### config.mk
export PLATFORM = sky130hd
export DESIGN_NAME = watchdog_power_reset_ctrl
export DESIGN_NICKNAME = d
export VERILOG_FILES = /design/src/rtl/wdt_pwr_pkg.sv /design/src/rtl/clk_phase_gen.sv /design/src/rtl/rst_deglitch.sv /design/src/rtl/watchdog_power_reset_ctrl.sv
export SDC_FILE = /design/constraint.sdc
export NUM_CORES = 1
export LEC_CHECK = 0
export ABC_CLOCK_PERIOD_IN_PS = 2750
export BUFFER_PORTS_ARGS = -buffer_cell sky130_fd_sc_hd__buf_2
export CAP_MARGIN = 10
export CELL_PAD_IN_SITES_DETAIL_PLACEMENT = 2
export CELL_PAD_IN_SITES_GLOBAL_PLACEMENT = 2
export CORE_ASPECT_RATIO = 0.9
export CORE_UTILIZATION = 33
export CTS_CLUSTER_DIAMETER = 200
export DETAILED_ROUTE_END_ITERATION = 8
export GPL_ROUTABILITY_DRIVEN = 0
export PLACE_DENSITY_LB_ADDON = 0.1
export SLEW_MARGIN = 20
export SYNTH_ARGS = -nofsm -noshare
export SYNTH_HDL_FRONTEND = slang
export SYNTH_HIERARCHICAL = 1
export SYNTH_SLANG_ARGS = --single-unit
### constraint.sdc
create_clock -name clk -period 2.75 [get_ports clk]
set_input_delay 0.275 -clock clk [delete_from_list [all_inputs] [get_ports clk]]
set_output_delay 0.275 -clock clk [all_outputs]
set_load 0.05 [all_outputs]
### src/rtl/wdt_pwr_pkg.sv
// Shared constants, types and register layout for supervision logic
package wdt_pwr_pkg;

	// Register addresses on the special function register port
	localparam logic [7:0] POWER_CONTROL_ADDR = 8'h87;
	localparam logic [7:0] WATCHDOG_CONTROL_ADDR = 8'h8F;

	// Watchdog control fields
	localparam int WATCHDOG_CONTROL_ENW_BIT = 7;
	localparam int WATCHDOG_CONTROL_CLR_BIT = 6;
	localparam int WATCHDOG_CONTROL_WD_IDLE_RUN_BIT_BIT = 5;
	localparam int WATCHDOG_CONTROL_PS_LSB = 0;
	localparam int PS_W = 3;

	// Power control fields
	localparam int POWER_CONTROL_POF_BIT = 4;
	localparam int POWER_CONTROL_GF1_BIT = 3;
	localparam int POWER_CONTROL_GF0_BIT = 2;
	localparam int POWER_CONTROL_PD_BIT = 1;
	localparam int POWER_CONTROL_IDL_BIT = 0;

	// Reset values
	localparam logic [7:0] WATCHDOG_CONTROL_RESET = 8'h00;
	localparam logic [7:0] SFR_RESET_VAL = 8'h00;
	localparam logic [7:0] PORT_RESET_VAL = 8'hFF;
	localparam logic [7:0] SP_RESET_VAL = 8'h07;
	localparam logic POF_POR_VAL = 1'b1;
	localparam logic [PS_W-1:0] PS_RESET = 3'h0;

	// Timing: oscillator periods per state, states per machine cycle
	localparam int OSC_PER_STATE = 2;
	localparam int STATES_PER_MCYCLE = 6;
	localparam int OSC_PER_MCYCLE = OSC_PER_STATE * STATES_PER_MCYCLE;
	localparam int RST_HOLD_MCYCLES = 2;
	localparam int WD_COUNT_W = 14;
	localparam int PRESC_W = 8;

	typedef enum logic [2:0] {ST_S1, ST_S2, ST_S3, ST_S4, ST_S5, ST_S6} state_t;

	typedef struct packed {
		logic wr;
		logic rd;
		logic [7:0] addr;
		logic [7:0] wdata;
	} sfr_req_t;

	typedef struct packed {
		logic state_en;
		logic state5_phase2;
		logic mcycle;
	} phase_t;

endpackage

### src/rtl/clk_phase_gen.sv
// Divide-by-two state clock and machine cycle phase strobes
`timescale 1ns/1ns
module clk_phase_gen import wdt_pwr_pkg::*; (
	input wire logic clk,
	input wire logic resetn,
	input wire logic run,
	output phase_t phase
);

	logic half_q;
	state_t st_q;
	state_t st_d;

	always_comb begin
		case (st_q)
			ST_S1: st_d = ST_S2;
			ST_S2: st_d = ST_S3;
			ST_S3: st_d = ST_S4;
			ST_S4: st_d = ST_S5;
			ST_S5: st_d = ST_S6;
			ST_S6: st_d = ST_S1;
			default: st_d = ST_S1;
		endcase
	end

	// Halving first makes state timing immune to input duty cycle
	always_ff @(posedge clk or negedge resetn) begin
		if (!resetn) begin
			half_q <= 1'b0;
			st_q <= ST_S1;
		end else if (run) begin
			half_q <= ~half_q;
			if (half_q) begin
				st_q <= st_d;
			end
		end
	end

	assign phase.state_en = run & half_q;
	assign phase.state5_phase2 = run & half_q & (st_q == ST_S5);
	assign phase.mcycle = run & half_q & (st_q == ST_S6);
endmodule

### src/rtl/rst_deglitch.sv
// Reset pin sampler that needs consecutive high samples
`timescale 1ns/1ns
module rst_deglitch import wdt_pwr_pkg::*; #(
	parameter int SAMPLES = RST_HOLD_MCYCLES
) (
	input wire logic clk,
	input wire logic resetn,
	input wire logic sample,
	input wire logic pin,
	output logic active_q
);

	logic [SAMPLES-1:0] hist_q;
	logic [SAMPLES-1:0] hist_d;

	if (SAMPLES < 2) begin : g_chk
		$error("rst_deglitch needs at least two samples");
	end

	assign hist_d = {hist_q[SAMPLES-2:0], pin};

	// Sampled only at the strobe; a pulse shorter than the span is ignored
	always_ff @(posedge clk or negedge resetn) begin
		if (!resetn) begin
			hist_q <= '0;
			active_q <= 1'b0;
		end else if (sample) begin
			hist_q <= hist_d;
			active_q <= &hist_d;
		end
	end
endmodule

### src/rtl/watchdog_power_reset_ctrl.sv
// Watchdog, idle and power-down control, power-off flag and reset
`timescale 1ns/1ns
//
// Contract
// - Every reset disables the watchdog and clears its counter.
// - Watchdog counts only while its enable bit 7 is set.
// - Clear bit resets counter, prescaler and itself next instruction cycle.
// - In idle, watchdog runs only if idle-run bit 5 set; resets to zero.
// - Three-bit select picks prescale ratio 2 to 256 in powers of two.
// - Timeout equals 2^14 times ratio times twelve oscillator periods.
// - An enabled watchdog timeout causes a system reset.
// - Oscillator is divided by two internally before use.
// - Idle bit stops processor clock; peripherals keep running.
// - Interrupt or reset ends idle mode.
// - Power-down stops all clocks and oscillator; only reset exits.
// - Power-off flag bit 4 set at power-on, software clears, kept otherwise.
// - Two general-purpose flags are freely read and written.
// - Reset pin sampled at state 5 phase 2; held two machine cycles.
// - Reset input is deglitched so short pulses do nothing.
// - Reset clears registers to 00H; ports FFH, stack pointer 07H (no ports or stack pointer here; PORT_RESET_VAL and SP_RESET_VAL go unused).
module watchdog_power_reset_ctrl import wdt_pwr_pkg::*; #(
	parameter int CNT_W = WD_COUNT_W,
	parameter int PRE_W = PRESC_W
) (
	input wire logic clk,
	input wire logic resetn,
	input wire logic rst_pin,
	input wire logic irq_req,
	input wire sfr_req_t sfr_req,
	output logic [7:0] sfr_rdata,
	output logic sys_reset,
	output logic osc_run,
	output logic cpu_clk_en,
	output logic periph_clk_en,
	output logic wd_timeout
);

	if (CNT_W < 2 || PRE_W < PS_W + 1 || PRE_W > 31) begin : g_chk
		$error("watchdog widths out of range");
	end

	// Mask of prescaler bits that must all be one for a tick
	function automatic logic [PRE_W-1:0] prescale_mask(
		input logic [PS_W-1:0] sel
	);
		logic [PRE_W:0] one_hot;
		one_hot = '0;
		one_hot[sel + 1] = 1'b1;
		return PRE_W'(one_hot - 1'b1);
	endfunction

	phase_t ph;
	logic pin_rst;
	logic sys_rst;

	logic enw_q;
	logic clr_q;
	logic clr_d;
	logic wd_idle_run_bit_q;
	logic [PS_W-1:0] ps_q;
	logic pof_q;
	logic gf1_q;
	logic gf0_q;
	logic pd_q;
	logic idl_q;
	logic [PRE_W-1:0] presc_q;
	logic [CNT_W-1:0] cnt_q;
	logic [1:0] hold_q;
	logic [7:0] rdata_q;

	wire wr_power_control = sfr_req.wr && (sfr_req.addr == POWER_CONTROL_ADDR);
	wire wr_watchdog_control = sfr_req.wr && (sfr_req.addr == WATCHDOG_CONTROL_ADDR);
	wire rd_power_control = sfr_req.addr == POWER_CONTROL_ADDR;
	wire rd_watchdog_control = sfr_req.addr == WATCHDOG_CONTROL_ADDR;
	wire [PRE_W-1:0] mask = prescale_mask(ps_q);

	wire [7:0] power_control_view = {3'h0, pof_q, gf1_q, gf0_q, pd_q, idl_q};
	wire [7:0] watchdog_control_view = {enw_q, clr_q, wd_idle_run_bit_q, 2'h0, ps_q};
	wire [7:0] rd_mux = rd_power_control ? power_control_view :
		rd_watchdog_control ? watchdog_control_view : SFR_RESET_VAL;

	// Counting gated by enable and by idle policy
	wire run_ok = ph.mcycle && enw_q && (!idl_q || wd_idle_run_bit_q);
	wire clr_now = clr_q && ph.mcycle;
	wire presc_tick = run_ok && ((presc_q & mask) == mask);
	wire overflow = presc_tick && (&cnt_q);

	// Oscillator restarts only while the pin is pulled high
	assign osc_run = !pd_q || rst_pin;

	clk_phase_gen u_phase (
		.clk(clk),
		.resetn(resetn),
		.run(osc_run),
		.phase(ph)
	);

	rst_deglitch #(
		.SAMPLES(RST_HOLD_MCYCLES)
	) u_rst (
		.clk(clk),
		.resetn(resetn),
		.sample(ph.state5_phase2),
		.pin(rst_pin),
		.active_q(pin_rst)
	);

	assign sys_rst = pin_rst || (hold_q != 2'h0);
	assign sys_reset = sys_rst;
	assign wd_timeout = overflow;
	assign sfr_rdata = rdata_q;
	assign cpu_clk_en = ph.state_en && !idl_q && !pd_q;
	assign periph_clk_en = ph.state_en;

	// A fresh write of one beats the self-clear in the same cycle
	assign clr_d = (wr_watchdog_control && sfr_req.wdata[WATCHDOG_CONTROL_CLR_BIT]) ||
		(clr_q && !ph.mcycle);

	always_ff @(posedge clk or negedge resetn) begin
		if (!resetn) begin
			enw_q <= WATCHDOG_CONTROL_RESET[WATCHDOG_CONTROL_ENW_BIT];
			clr_q <= WATCHDOG_CONTROL_RESET[WATCHDOG_CONTROL_CLR_BIT];
			wd_idle_run_bit_q <= WATCHDOG_CONTROL_RESET[WATCHDOG_CONTROL_WD_IDLE_RUN_BIT_BIT];
			ps_q <= PS_RESET;
		end else if (sys_rst) begin
			enw_q <= WATCHDOG_CONTROL_RESET[WATCHDOG_CONTROL_ENW_BIT];
			clr_q <= WATCHDOG_CONTROL_RESET[WATCHDOG_CONTROL_CLR_BIT];
			wd_idle_run_bit_q <= WATCHDOG_CONTROL_RESET[WATCHDOG_CONTROL_WD_IDLE_RUN_BIT_BIT];
			ps_q <= PS_RESET;
		end else begin
			clr_q <= clr_d;
			if (wr_watchdog_control) begin
				enw_q <= sfr_req.wdata[WATCHDOG_CONTROL_ENW_BIT];
				wd_idle_run_bit_q <= sfr_req.wdata[WATCHDOG_CONTROL_WD_IDLE_RUN_BIT_BIT];
				ps_q <= sfr_req.wdata[WATCHDOG_CONTROL_PS_LSB +: PS_W];
			end
		end
	end

	// Prescaler and counter share the clear and the reset
	always_ff @(posedge clk or negedge resetn) begin
		if (!resetn) begin
			presc_q <= '0;
			cnt_q <= '0;
		end else if (sys_rst || clr_now) begin
			presc_q <= '0;
			cnt_q <= '0;
		end else if (run_ok) begin
			presc_q <= presc_q + 1'b1;
			if (presc_tick) begin
				cnt_q <= cnt_q + 1'b1;
			end
		end
	end

	// Timeout reset is stretched so the whole chip sees it
	always_ff @(posedge clk or negedge resetn) begin
		if (!resetn) begin
			hold_q <= 2'h0;
		end else if (overflow) begin
			hold_q <= 2'(RST_HOLD_MCYCLES);
		end else if (ph.mcycle && hold_q != 2'h0) begin
			hold_q <= hold_q - 2'h1;
		end
	end

	// Power-off flag sees only power-on reset, never pin or watchdog
	always_ff @(posedge clk or negedge resetn) begin
		if (!resetn) begin
			pof_q <= POF_POR_VAL;
		end else if (wr_power_control) begin
			pof_q <= sfr_req.wdata[POWER_CONTROL_POF_BIT];
		end
	end

	always_ff @(posedge clk or negedge resetn) begin
		if (!resetn) begin
			gf1_q <= SFR_RESET_VAL[POWER_CONTROL_GF1_BIT];
			gf0_q <= SFR_RESET_VAL[POWER_CONTROL_GF0_BIT];
			pd_q <= SFR_RESET_VAL[POWER_CONTROL_PD_BIT];
			idl_q <= SFR_RESET_VAL[POWER_CONTROL_IDL_BIT];
		end else if (sys_rst) begin
			gf1_q <= SFR_RESET_VAL[POWER_CONTROL_GF1_BIT];
			gf0_q <= SFR_RESET_VAL[POWER_CONTROL_GF0_BIT];
			pd_q <= SFR_RESET_VAL[POWER_CONTROL_PD_BIT];
			idl_q <= SFR_RESET_VAL[POWER_CONTROL_IDL_BIT];
		end else if (wr_power_control) begin
			gf1_q <= sfr_req.wdata[POWER_CONTROL_GF1_BIT];
			gf0_q <= sfr_req.wdata[POWER_CONTROL_GF0_BIT];
			pd_q <= sfr_req.wdata[POWER_CONTROL_PD_BIT];
			idl_q <= sfr_req.wdata[POWER_CONTROL_IDL_BIT];
		end else if (irq_req) begin
			idl_q <= 1'b0;
		end
	end

	// Unmapped addresses read as zero
	always_ff @(posedge clk or negedge resetn) begin
		if (!resetn) begin
			rdata_q <= SFR_RESET_VAL;
		end else if (sfr_req.rd) begin
			rdata_q <= rd_mux;
		end
	end
endmodule

== Yosys cells after proc, flatten, opt, wreduce, memory -nomap -nowiden ==
Index checks and enable logic that the tools add are counted.
Storage, ports and cells
  register bits after elaboration: 49
  input bits: 22
  output and inout bits: 13
  word-level logic and storage cells: 98
Cells by class
  $add $sub $neg: 5
  $lt $le $gt $ge: 2
  equality and inequality tests: 8
  mux-type cells: 28
  bitwise gates (word level): 5
  reductions and logical operators: 33
Operators by type and width (count)
  2-to-1 mux 14 bit: 3
  2-to-1 mux 8 bit: 4
  == test 8 bit (second input constant): 2
  2-to-1 mux 1 bit: 15
  case mux 3 bit (5 select lines): 1
  adder 14 x 1 -> 14 bit (second input constant): 1
  AND reduction 14 bit: 1
  logical AND 1 bit: 13
  nonzero test 2 bit: 6
  adder 8 x 1 -> 8 bit (second input constant): 1
  AND 8 bit: 1
  == test 8 bit: 1
  subtractor 8 x 1 -> 8 bit (second input constant): 1
  == test 3 x 2 -> 1 bit (second input constant): 2
  == test 3 bit (second input constant): 2
  2-to-1 mux 3 bit: 2
  AND reduction 2 bit: 3
  logical OR 1 bit: 5
  less-than comparator 4 x 5 -> 1 bit (second input constant): 1
  adder 3 x 1 -> 4 bit (second input constant): 1
  demux 1 bit (select 4 bit): 1
  >= comparator 4 x 1 -> 1 bit (second input constant): 1
  2-to-1 mux 2 bit: 2
  AND 1 bit: 3
  other kinds (6): 8

== Depth between registers and ports, before layout ==
Gate-level depths: netlist of the first run.
  depth in word-level cells: 12
  depth in mapped cells: 10
  gate-level depth less buffers: 8

== By module ==
The synthesis of the first run kept the hierarchy.
Modules (own cells, without submodules)
  watchdog_power_reset_ctrl: times used 1, cells an instance 251, area an instance 2387.3 um^2, seq. area each 1077.3 um^2
  clk_phase_gen: times used 1, cells an instance 17, area an instance 202.7 um^2, seq. area each 100.1 um^2
  rst_deglitch: times used 1, cells an instance 6, area an instance 78.8 um^2, seq. area each 50.0 um^2

== Least setup slack after synthesis of the first run ==
OpenSTA, ideal clock, no wires.
  path kind: register to output
  start point: reg pd_q
  end point: out wd_timeout
  data arrival time: 2.686 ns
  required time: 2.475 ns
  path slack: -0.211 ns
  stages on the path, launching flop included: 10
  path buffers: 1
  cell sequence: dfrtp_1 -> nand2b_1 -> nand3_1 -> nor2b_1 -> nand2_1 -> a2111oi_4 -> nand2_2 -> buf_6 -> nor3_1 -> and3_1
RTL lines
  start, declared: RTL line watchdog_power_reset_ctrl.sv:64  | logic pd_q;
  start signal, assigned: RTL line watchdog_power_reset_ctrl.sv:180  | pd_q <= SFR_RESET_VAL[POWER_CONTROL_PD_BIT];
  start signal, assigned: RTL line watchdog_power_reset_ctrl.sv:185  | pd_q <= SFR_RESET_VAL[POWER_CONTROL_PD_BIT];
  start signal, assigned: RTL line watchdog_power_reset_ctrl.sv:190  | pd_q <= sfr_req.wdata[POWER_CONTROL_PD_BIT];
  end, declared: RTL line watchdog_power_reset_ctrl.sv:35  | output logic wd_timeout

== Worst setup path in the final report of the first run ==
  start point: reg ps_q[1]
  end point: out wd_timeout
Between the ends
  longest elaborated chain between the ends: 10
  elaborated cells between the ends (all ways): 11
  classes of those cells: add/sub (2); order compare (2); eq/ne (1); mux (2); bitwise (1); reduce/logical (3)
RTL lines
  start, declared: RTL line watchdog_power_reset_ctrl.sv:60  | logic [PS_W-1:0] ps_q;
  start signal, assigned: RTL line watchdog_power_reset_ctrl.sv:135  | ps_q <= sfr_req.wdata[WATCHDOG_CONTROL_PS_LSB +: PS_W];
  adder 3 x 1 -> 4 bit *: RTL line watchdog_power_reset_ctrl.sv:48  | one_hot[sel + 1] = 1'b1;
  less-than comparator 4 x 5 -> 1 bit (not written as such) / >= comparator 4 x 1 -> 1 bit (equally long branches): RTL line watchdog_power_reset_ctrl.sv:48
  logical AND 1 bit (not written as such): RTL line watchdog_power_reset_ctrl.sv:48
  2-to-1 mux 1 bit (not written as such): RTL line watchdog_power_reset_ctrl.sv:48
  demux 1 bit (select 4 bit) *: RTL line watchdog_power_reset_ctrl.sv:48
  subtractor 8 x 1 -> 8 bit *: RTL line watchdog_power_reset_ctrl.sv:49  | return PRE_W'(one_hot - 1'b1);
  AND 8 bit: RTL line watchdog_power_reset_ctrl.sv:85  | wire presc_tick = run_ok && ((presc_q & mask) == mask);
  == test 8 bit *: RTL line watchdog_power_reset_ctrl.sv:85
  logical AND 1 bit *: RTL line watchdog_power_reset_ctrl.sv:85
  logical AND 1 bit *: RTL line watchdog_power_reset_ctrl.sv:86  | wire overflow = presc_tick && (&cnt_q);
Every way passes the cells marked *; elsewhere a longest branch is shown, timed or not.

==> results of run 1 <==
-- how the worst min path moves through the flow --
| stage | startpoint | to | slack, ns | depth (start not counted) |
|---|---|---|---|---|
| after floorplan | resetn | clr_q | -0.02 | 0 |
| after CTS | sfr_req[4] | pof_q | 0.19 | 2 |
| after detailed placement | resetn | sfr_rdata[1] | 0.29 | 2 |
| final | sfr_req[4] | pof_q | 0.20 | 2 |
| after global routing | sfr_req[4] | pof_q | 0.20 | 2 |
| after global placement | resetn | sfr_rdata[1] | 0.29 | 2 |
-- metrics by stage --
step,TNS [ns],hold WS [ns],power (W),setup slack (ns),std cells
2_1_floorplan,0,-0.0206,0.00102,0.0403,274
3_3_place_gp,0,0.292,0.00114,0.115,402
3_5_place_dp,0,0.293,0.00115,0.108,402
4_1_cts,0,0.191,0.00160,0.00970,421
5_1_grt,-0.0631,0.196,0.00166,-0.0631,423
6_report,0,0.202,0.00158,0.0543,423
-- cell type report --
class                   count  area (um^2)
flip-flops and latches     49         1230
clock buffers               5         68.8
multi-input cells         195         1390
fillers                   857         4430
repair buffers             59          379
inverters                  16         60.1
well taps                  96          120
clock inverters             3         17.5
-- cell families after synthesis --
logic type	after synthesis	share of synthesized area, %
buffers and inverters	30	4.97
muxes	17	6.94
adders and majority gates	4	1.88
and+or+nand+nor	106	22.2
AOI/OAI and AO/OA	58	14.9
other	1	0.141
DFF	49	46.0
xor gates and xnor gates	9	2.95
-- where the power goes --
part	switching [W]	internal, W
sequential	0.0000410	0.000760
clock	0.000251	0.000176
combinational	0.000211	0.000136
-- per-layer routing --
metal  GRT usage, %  wire length (um)  up-vias  part of all wire [%]
met1           24.8              3550     1153                    49
met2           31.9              3460       24                    48
li1               -                 -     1086                     -
met5              0                 0        -                     0
met4           5.70                90        0                   1.2
met3           2.73               170        6                   2.3
-- cells in the mapped netlist, types with 2 or more instances --
cell      number
a21o_1         2
a21oi_1       19
and2_1         4
and3_1         5
and3b_1        2
and4_1         2
buf_2          4
buf_6          2
clkbuf_1       7
dfrtp_1       48
ha_1           4
inv_1         16
mux2_2         4
mux2_4         2
mux2i_1       11
nand2_1       18
nand2b_1       5
nand3_1       14
nand4_1        5
nor2_1        20
nor2b_1        4
nor3_1         5
nor3b_1        2
o211ai_1       3
o21ai_0        7
o22ai_1        6
o31ai_1       10
or3_1          2
or4_1         10
xnor2_1        5
xor2_1         4
-- registers in the layout (all words and copies together) (netlist names), 2 cells and up --
name	flops
u_phase/st_q	3
hold_q	2
ps_q	3
presc_q	8
sfr_rdata	8
cnt_q	14
-- timing repair --
action	4_1_cts	5_1_grt
hold buffers	1	0
buffers inserted	10	3
cloned	0	0
pin swaps	5	7
resized for setup	10	6
endpoints found under the hold margin	48	0
endpoints found under the setup margin	1	2
==> flow_metrics.env, run 1 <==
export IMPL_first_pass_iters=4
export IMPL_core_area_mm2=0.00769
export IMPL_crit_family="simple AND/OR/NAND/NOR gates"
export IMPL_insertion_delay_ns=0.31
export IMPL_grt_pass1_vias=2476
export IMPL_portBuffers=34
export IMPL_startpoint="ps_q[1]"
export IMPL_cts_root_buffer="clkbuf_8"
export IMPL_final_design_area_no_fill_mm2=0.00326
export IMPL_yosys_area_top_type_share_pct=45.0
export IMPL_drt_wl_total_um=7270
export IMPL_endpoint="wd_timeout"
export IMPL_finalSetupViolCount=0
export IMPL_diodes=0
export IMPL_tritoncts="built"
export IMPL_num_io_pins=35
export IMPL_ys_ff_latch=49
export IMPL_power_density_mw_per_mm2=483
export IMPL_regToRegEndpoint="cnt_q[1]"
export IMPL_period_share_pct=98.0
export IMPL_num_vias=2269
export IMPL_drc_errors=0
export IMPL_fin_crit_ns=2.70
export IMPL_rr_startpoint="ps_q[1]"
export IMPL_maxSlewHeadroom_pct=55.0
export IMPL_yosys_warnings=6
export IMPL_yosysUniqueCellTypes=53
export IMPL_grt_antenna_before_repair=0
export IMPL_num_rows=30
export IMPL_maxSlewViolCount=0
export IMPL_final_common_cell="dfrtp_1"
export IMPL_layout_drive_gt1_share_pct=28.4
export IMPL_rr_worst_depth=13
export IMPL_ys_async_sr_fraction_pct=100
export IMPL_status="finished clean"
export IMPL_critPathKind="flop to output pin"
export IMPL_worst_r2r_setup_slack_ns=0.18
export IMPL_yosys_most_used_dff="dfrtp_1"
export IMPL_clock_fmax_ghz=0.371
export IMPL_synth_edf_count=0
export IMPL_critPathArrivalTime_ns=2.42
export IMPL_hold_path_class="primary input to flop"
export IMPL_grt_pass1_wl_um=12600
export IMPL_die_w_um=96.8
export IMPL_overflow=0
export IMPL_crit_fanout=11
export IMPL_crit_path_top_delay_cell="or4b_1"
export IMPL_setup_worst_path_end_class="output pin"
export IMPL_drt_vias_per_instance=5.36
export IMPL_drv_cap=0
export IMPL_path_buf_inv=4
export IMPL_drt_iter0_drc=50
export IMPL_start_kind="flop"
export IMPL_rsz0062_at_grt="yes"
export IMPL_track_usage_pct=18.7
export IMPL_finalHoldViolCount=0
export IMPL_wire_per_inst_um=17.2
export IMPL_ys_seq_area_share_pct=46.0
export IMPL_start_util_pct=34.7
export IMPL_dp_hpwl_um=5160
export IMPL_postRouteAntennaNets=0
export IMPL_crit_cells=9
export IMPL_yosys_area_top_type="dfrtp_1"
export IMPL_cts_buffer_depth=2
export IMPL_area_growth_pct=22.2
export IMPL_cp_data_required_time_ns=2.48
export IMPL_cpMostUsedCell="buf_4"
export IMPL_cpPeakStageDelay_ns=0.55
export IMPL_h_tree_depth=2
export IMPL_synth_area_mm2=0.00267
export IMPL_synth_area_per_cell_um2=9.74
export IMPL_final_cell_mix="dfrtp_1 (48), buf_2 (33), buf_4 (23), nor2_1 (20)"
export IMPL_cp_cell_sequence="buf_4 > buf_4 > buf_4 > or4b_1 > a2bb2oi_2 > o211ai_1 > nor3_4 > and3_4 > buf_6"
export IMPL_irDropWorstVdd_mv=0.300
export IMPL_leakage_nw=1.46
export IMPL_clk_pin_slew_ns=0.10
export IMPL_grt_max_degree=50
export IMPL_place_area_mm2=0.00300
export IMPL_final_util_pct=42.4
export IMPL_worstMarginPinSlew_ns=0.674
export IMPL_die_h_um=87.3
export IMPL_synth_cells=274
export IMPL_cts_sinks=49
export IMPL_synthesis_nets=300
export IMPL_nNetsFinal=352
export IMPL_dieArea_mm2=0.00845
export IMPL_cts_buffers=5
export IMPL_ys_top_cells_by_area="dfrtp_1 (45%), mux2i_1 (4.1%), a21oi_1 (3.6%)"
export IMPL_clock_skew_ns=0.0100
Note: power is estimated with default switching activity, not from simulation.
==> run 2: changes to the inputs <==
--- a/config.mk
+++ b/config.mk
@@ -6,16 +6,17 @@
 export NUM_CORES = 1
 export LEC_CHECK = 0
 export ABC_CLOCK_PERIOD_IN_PS = 2750
-export BUFFER_PORTS_ARGS = -buffer_cell sky130_fd_sc_hd__buf_2
-export CAP_MARGIN = 10
+export CAP_MARGIN = 40
 export CELL_PAD_IN_SITES_DETAIL_PLACEMENT = 2
 export CELL_PAD_IN_SITES_GLOBAL_PLACEMENT = 2
 export CORE_ASPECT_RATIO = 0.9
-export CORE_UTILIZATION = 33
+export CORE_UTILIZATION = 36
 export CTS_CLUSTER_DIAMETER = 200
 export DETAILED_ROUTE_END_ITERATION = 8
+export DONT_BUFFER_PORTS = 1
 export GPL_ROUTABILITY_DRIVEN = 0
 export PLACE_DENSITY_LB_ADDON = 0.1
+export REMOVE_ABC_BUFFERS = 1
 export SLEW_MARGIN = 20
 export SYNTH_ARGS = -nofsm -noshare
 export SYNTH_HDL_FRONTEND = slang
==> run 2 against run 1 <==
Compared with the run above:
- the run now ends with negative setup slack left
- routed wire length is 4.4% lower
- highest routed layer unchanged
- critical path type unchanged
- maximum frequency shrank 2.8%
- global-route usage rose by 1.0 points
- cell area fell by 5.4%
- utilization rose by 0.99 points
- final cell count is 9.7% lower
==> flow_metrics.env, run 2 (synthesis results as in run 1) <==
export IMPL_layout_drive_gt1_share_pct=20.1
export IMPL_whs_ns=0.0642
export IMPL_num_rows=29
export IMPL_dieArea_mm2=0.00776
export IMPL_power_density_mw_per_mm2=501
export IMPL_setup_slack_ns=-0.0226
export IMPL_nNetsFinal=314
export IMPL_hold_end="sfr_rdata[7]"
export IMPL_status="finished with violations"
export IMPL_die_h_um=83.7
export IMPL_critPathKind="flop to output pin"
export IMPL_period_share_pct=101
export IMPL_drt_wl_total_um=6950
export IMPL_irDropWorstVdd_mv=0.354
export IMPL_hp_start="sfr_req[16]"
export IMPL_num_vias=2109
export IMPL_clk_pin_slew_ns=0.10
export IMPL_min_path_cells=1
export IMPL_power_w=0.00154
export IMPL_rr_worst_depth=9
export IMPL_grt_antenna_before_repair=0
export IMPL_track_usage_pct=19.8
export IMPL_setup_worst_path_end_class="output pin"
export IMPL_worst_r2r_setup_slack_ns=0.08
export IMPL_dp_hpwl_um=4680
export IMPL_critPathArrivalTime_ns=2.50
export IMPL_crit_fanout=3
export IMPL_num_io_pins=35
export IMPL_final_common_cell="dfrtp_1"
export IMPL_worstMarginPinSlew_ns=0.694
export IMPL_violations="negative setup slack"
export IMPL_drc_errors=0
export IMPL_wire_per_inst_um=18.2
export IMPL_top_register="cnt_q"
export IMPL_cp_data_required_time_ns=2.48
export IMPL_leakage_nw=1.30
export IMPL_largest_register_ffs=14
export IMPL_drt_vias_per_instance=5.52
export IMPL_rr_startpoint="ps_q[1]"
export IMPL_clock_skew_ns=0.00423
export IMPL_cts_buffers=5
export IMPL_grt_pass1_vias=2343
export IMPL_clock_fmax_ghz=0.361
export IMPL_regToRegEndpoint="cnt_q[10]"
export IMPL_insertion_delay_ns=0.30
export IMPL_area_growth_pct=15.6
export IMPL_diodes=0
export IMPL_finalSetupViolCount=1
export IMPL_hold_path_class="primary input to flop"
export IMPL_drv_cap=0
export IMPL_cts_buffer_depth=2
export IMPL_first_pass_iters=4
export IMPL_cts_sinks=49
export IMPL_overflow=0
export IMPL_finalHoldViolCount=0
export IMPL_rsz0062_at_grt="yes"
export IMPL_h_tree_depth=2
export IMPL_grt_pass1_wl_um=12100
export IMPL_die_w_um=92.8
export IMPL_drt_iter0_drc=79
export IMPL_startpoint="ps_q[1]"
export IMPL_portBuffers=0
export IMPL_cts_root_buffer="clkbuf_8"
export IMPL_postRouteAntennaNets=0
export IMPL_fin_crit_ns=2.77
export IMPL_start_util_pct=37.5
export IMPL_grt_max_degree=50
export IMPL_core_area_mm2=0.00711
export IMPL_maxSlewHeadroom_pct=53.7
export IMPL_start_kind="flop"
export IMPL_tritoncts="built"
export IMPL_maxSlewViolCount=0
export IMPL_final_cell_mix="dfrtp_1 (47), nor2_1 (20), nand2_1 (17), buf_4 (17)"
==> run 2: cell count changes in the layout (fill, tap and decap cells not counted), sizes merged <==
cell	delta
buf	-38
==> run 2: report_power, final <==
group          switching (W)  total (W)  internal, W
Combinational       0.000185   0.000300     0.000115
Clock               0.000261   0.000438     0.000177
Sequential         0.0000472   0.000807     0.000760
Total               0.000493    0.00154      0.00105
==> run 2: cell type report <==
cell class	count	area (um^2)
multi-input combinational	195	1400
fill	770	4030
clock inverter	3	17.5
inverter	16	60.1
tap	93	116
sequential	49	1230
timing repair buffer	21	196
clock buffer	5	68.8
==> run 2: through the flow <==
stage / std cells / worst slack, ns / setup TNS, ns / cell area, um^2 / util (%)
after global routing: 382 / -0.0881 / -0.133 / 3090 / 43.4
after floorplan: 260 / -0.355 / -0.431 / 2600 / -
after detailed placement: 365 / 0.128 / 0 / 2820 / 39.7
after global placement: 365 / 0.172 / 0 / 2820 / 39.7
after CTS: 380 / -0.0126 / -0.0126 / 3050 / 42.8
final: 382 / -0.0226 / -0.0226 / 3090 / 43.4
==> run 2: timing repair <==
action                                  CTS  global route
gates resized for setup                  13             7
pin swaps                                 5             7
endpoints found under the setup margin    1            13
hold buffers                              2             0
setup buffers                             5             2
endpoints found under the hold margin    49             0
==> run 2: worst max path at each step <==
stage,end
floorplan,wd_timeout
global placement,wd_timeout
detailed placement,cnt_q[4]
CTS,wd_timeout
global route,wd_timeout
finish,wd_timeout
==> run 2: worst max-delay path: stages (launching register included) <==
cell and delay [ns]:
dfrtp_1 0.40, or3_4 0.40, ha_4 0.19, nor4bb_4 0.30, a21oi_2 0.07, o211ai_1 0.45, nor3_4 0.06, and3_4 0.18
buf_12 0.14
==> run 2: per-layer routing <==
| layer | track usage [%] | up-vias | part of all wire (%) |
|---|---|---|---|
| met3 | 3.19 | 2 | 2.3 |
| met4 | 2.94 | 0 | 0.35 |
| met2 | 31.7 | 31 | 46 |
| met5 | 0 | - | 0 |
| li1 | - | 1014 | - |
| met1 | 28.6 | 1062 | 51 |
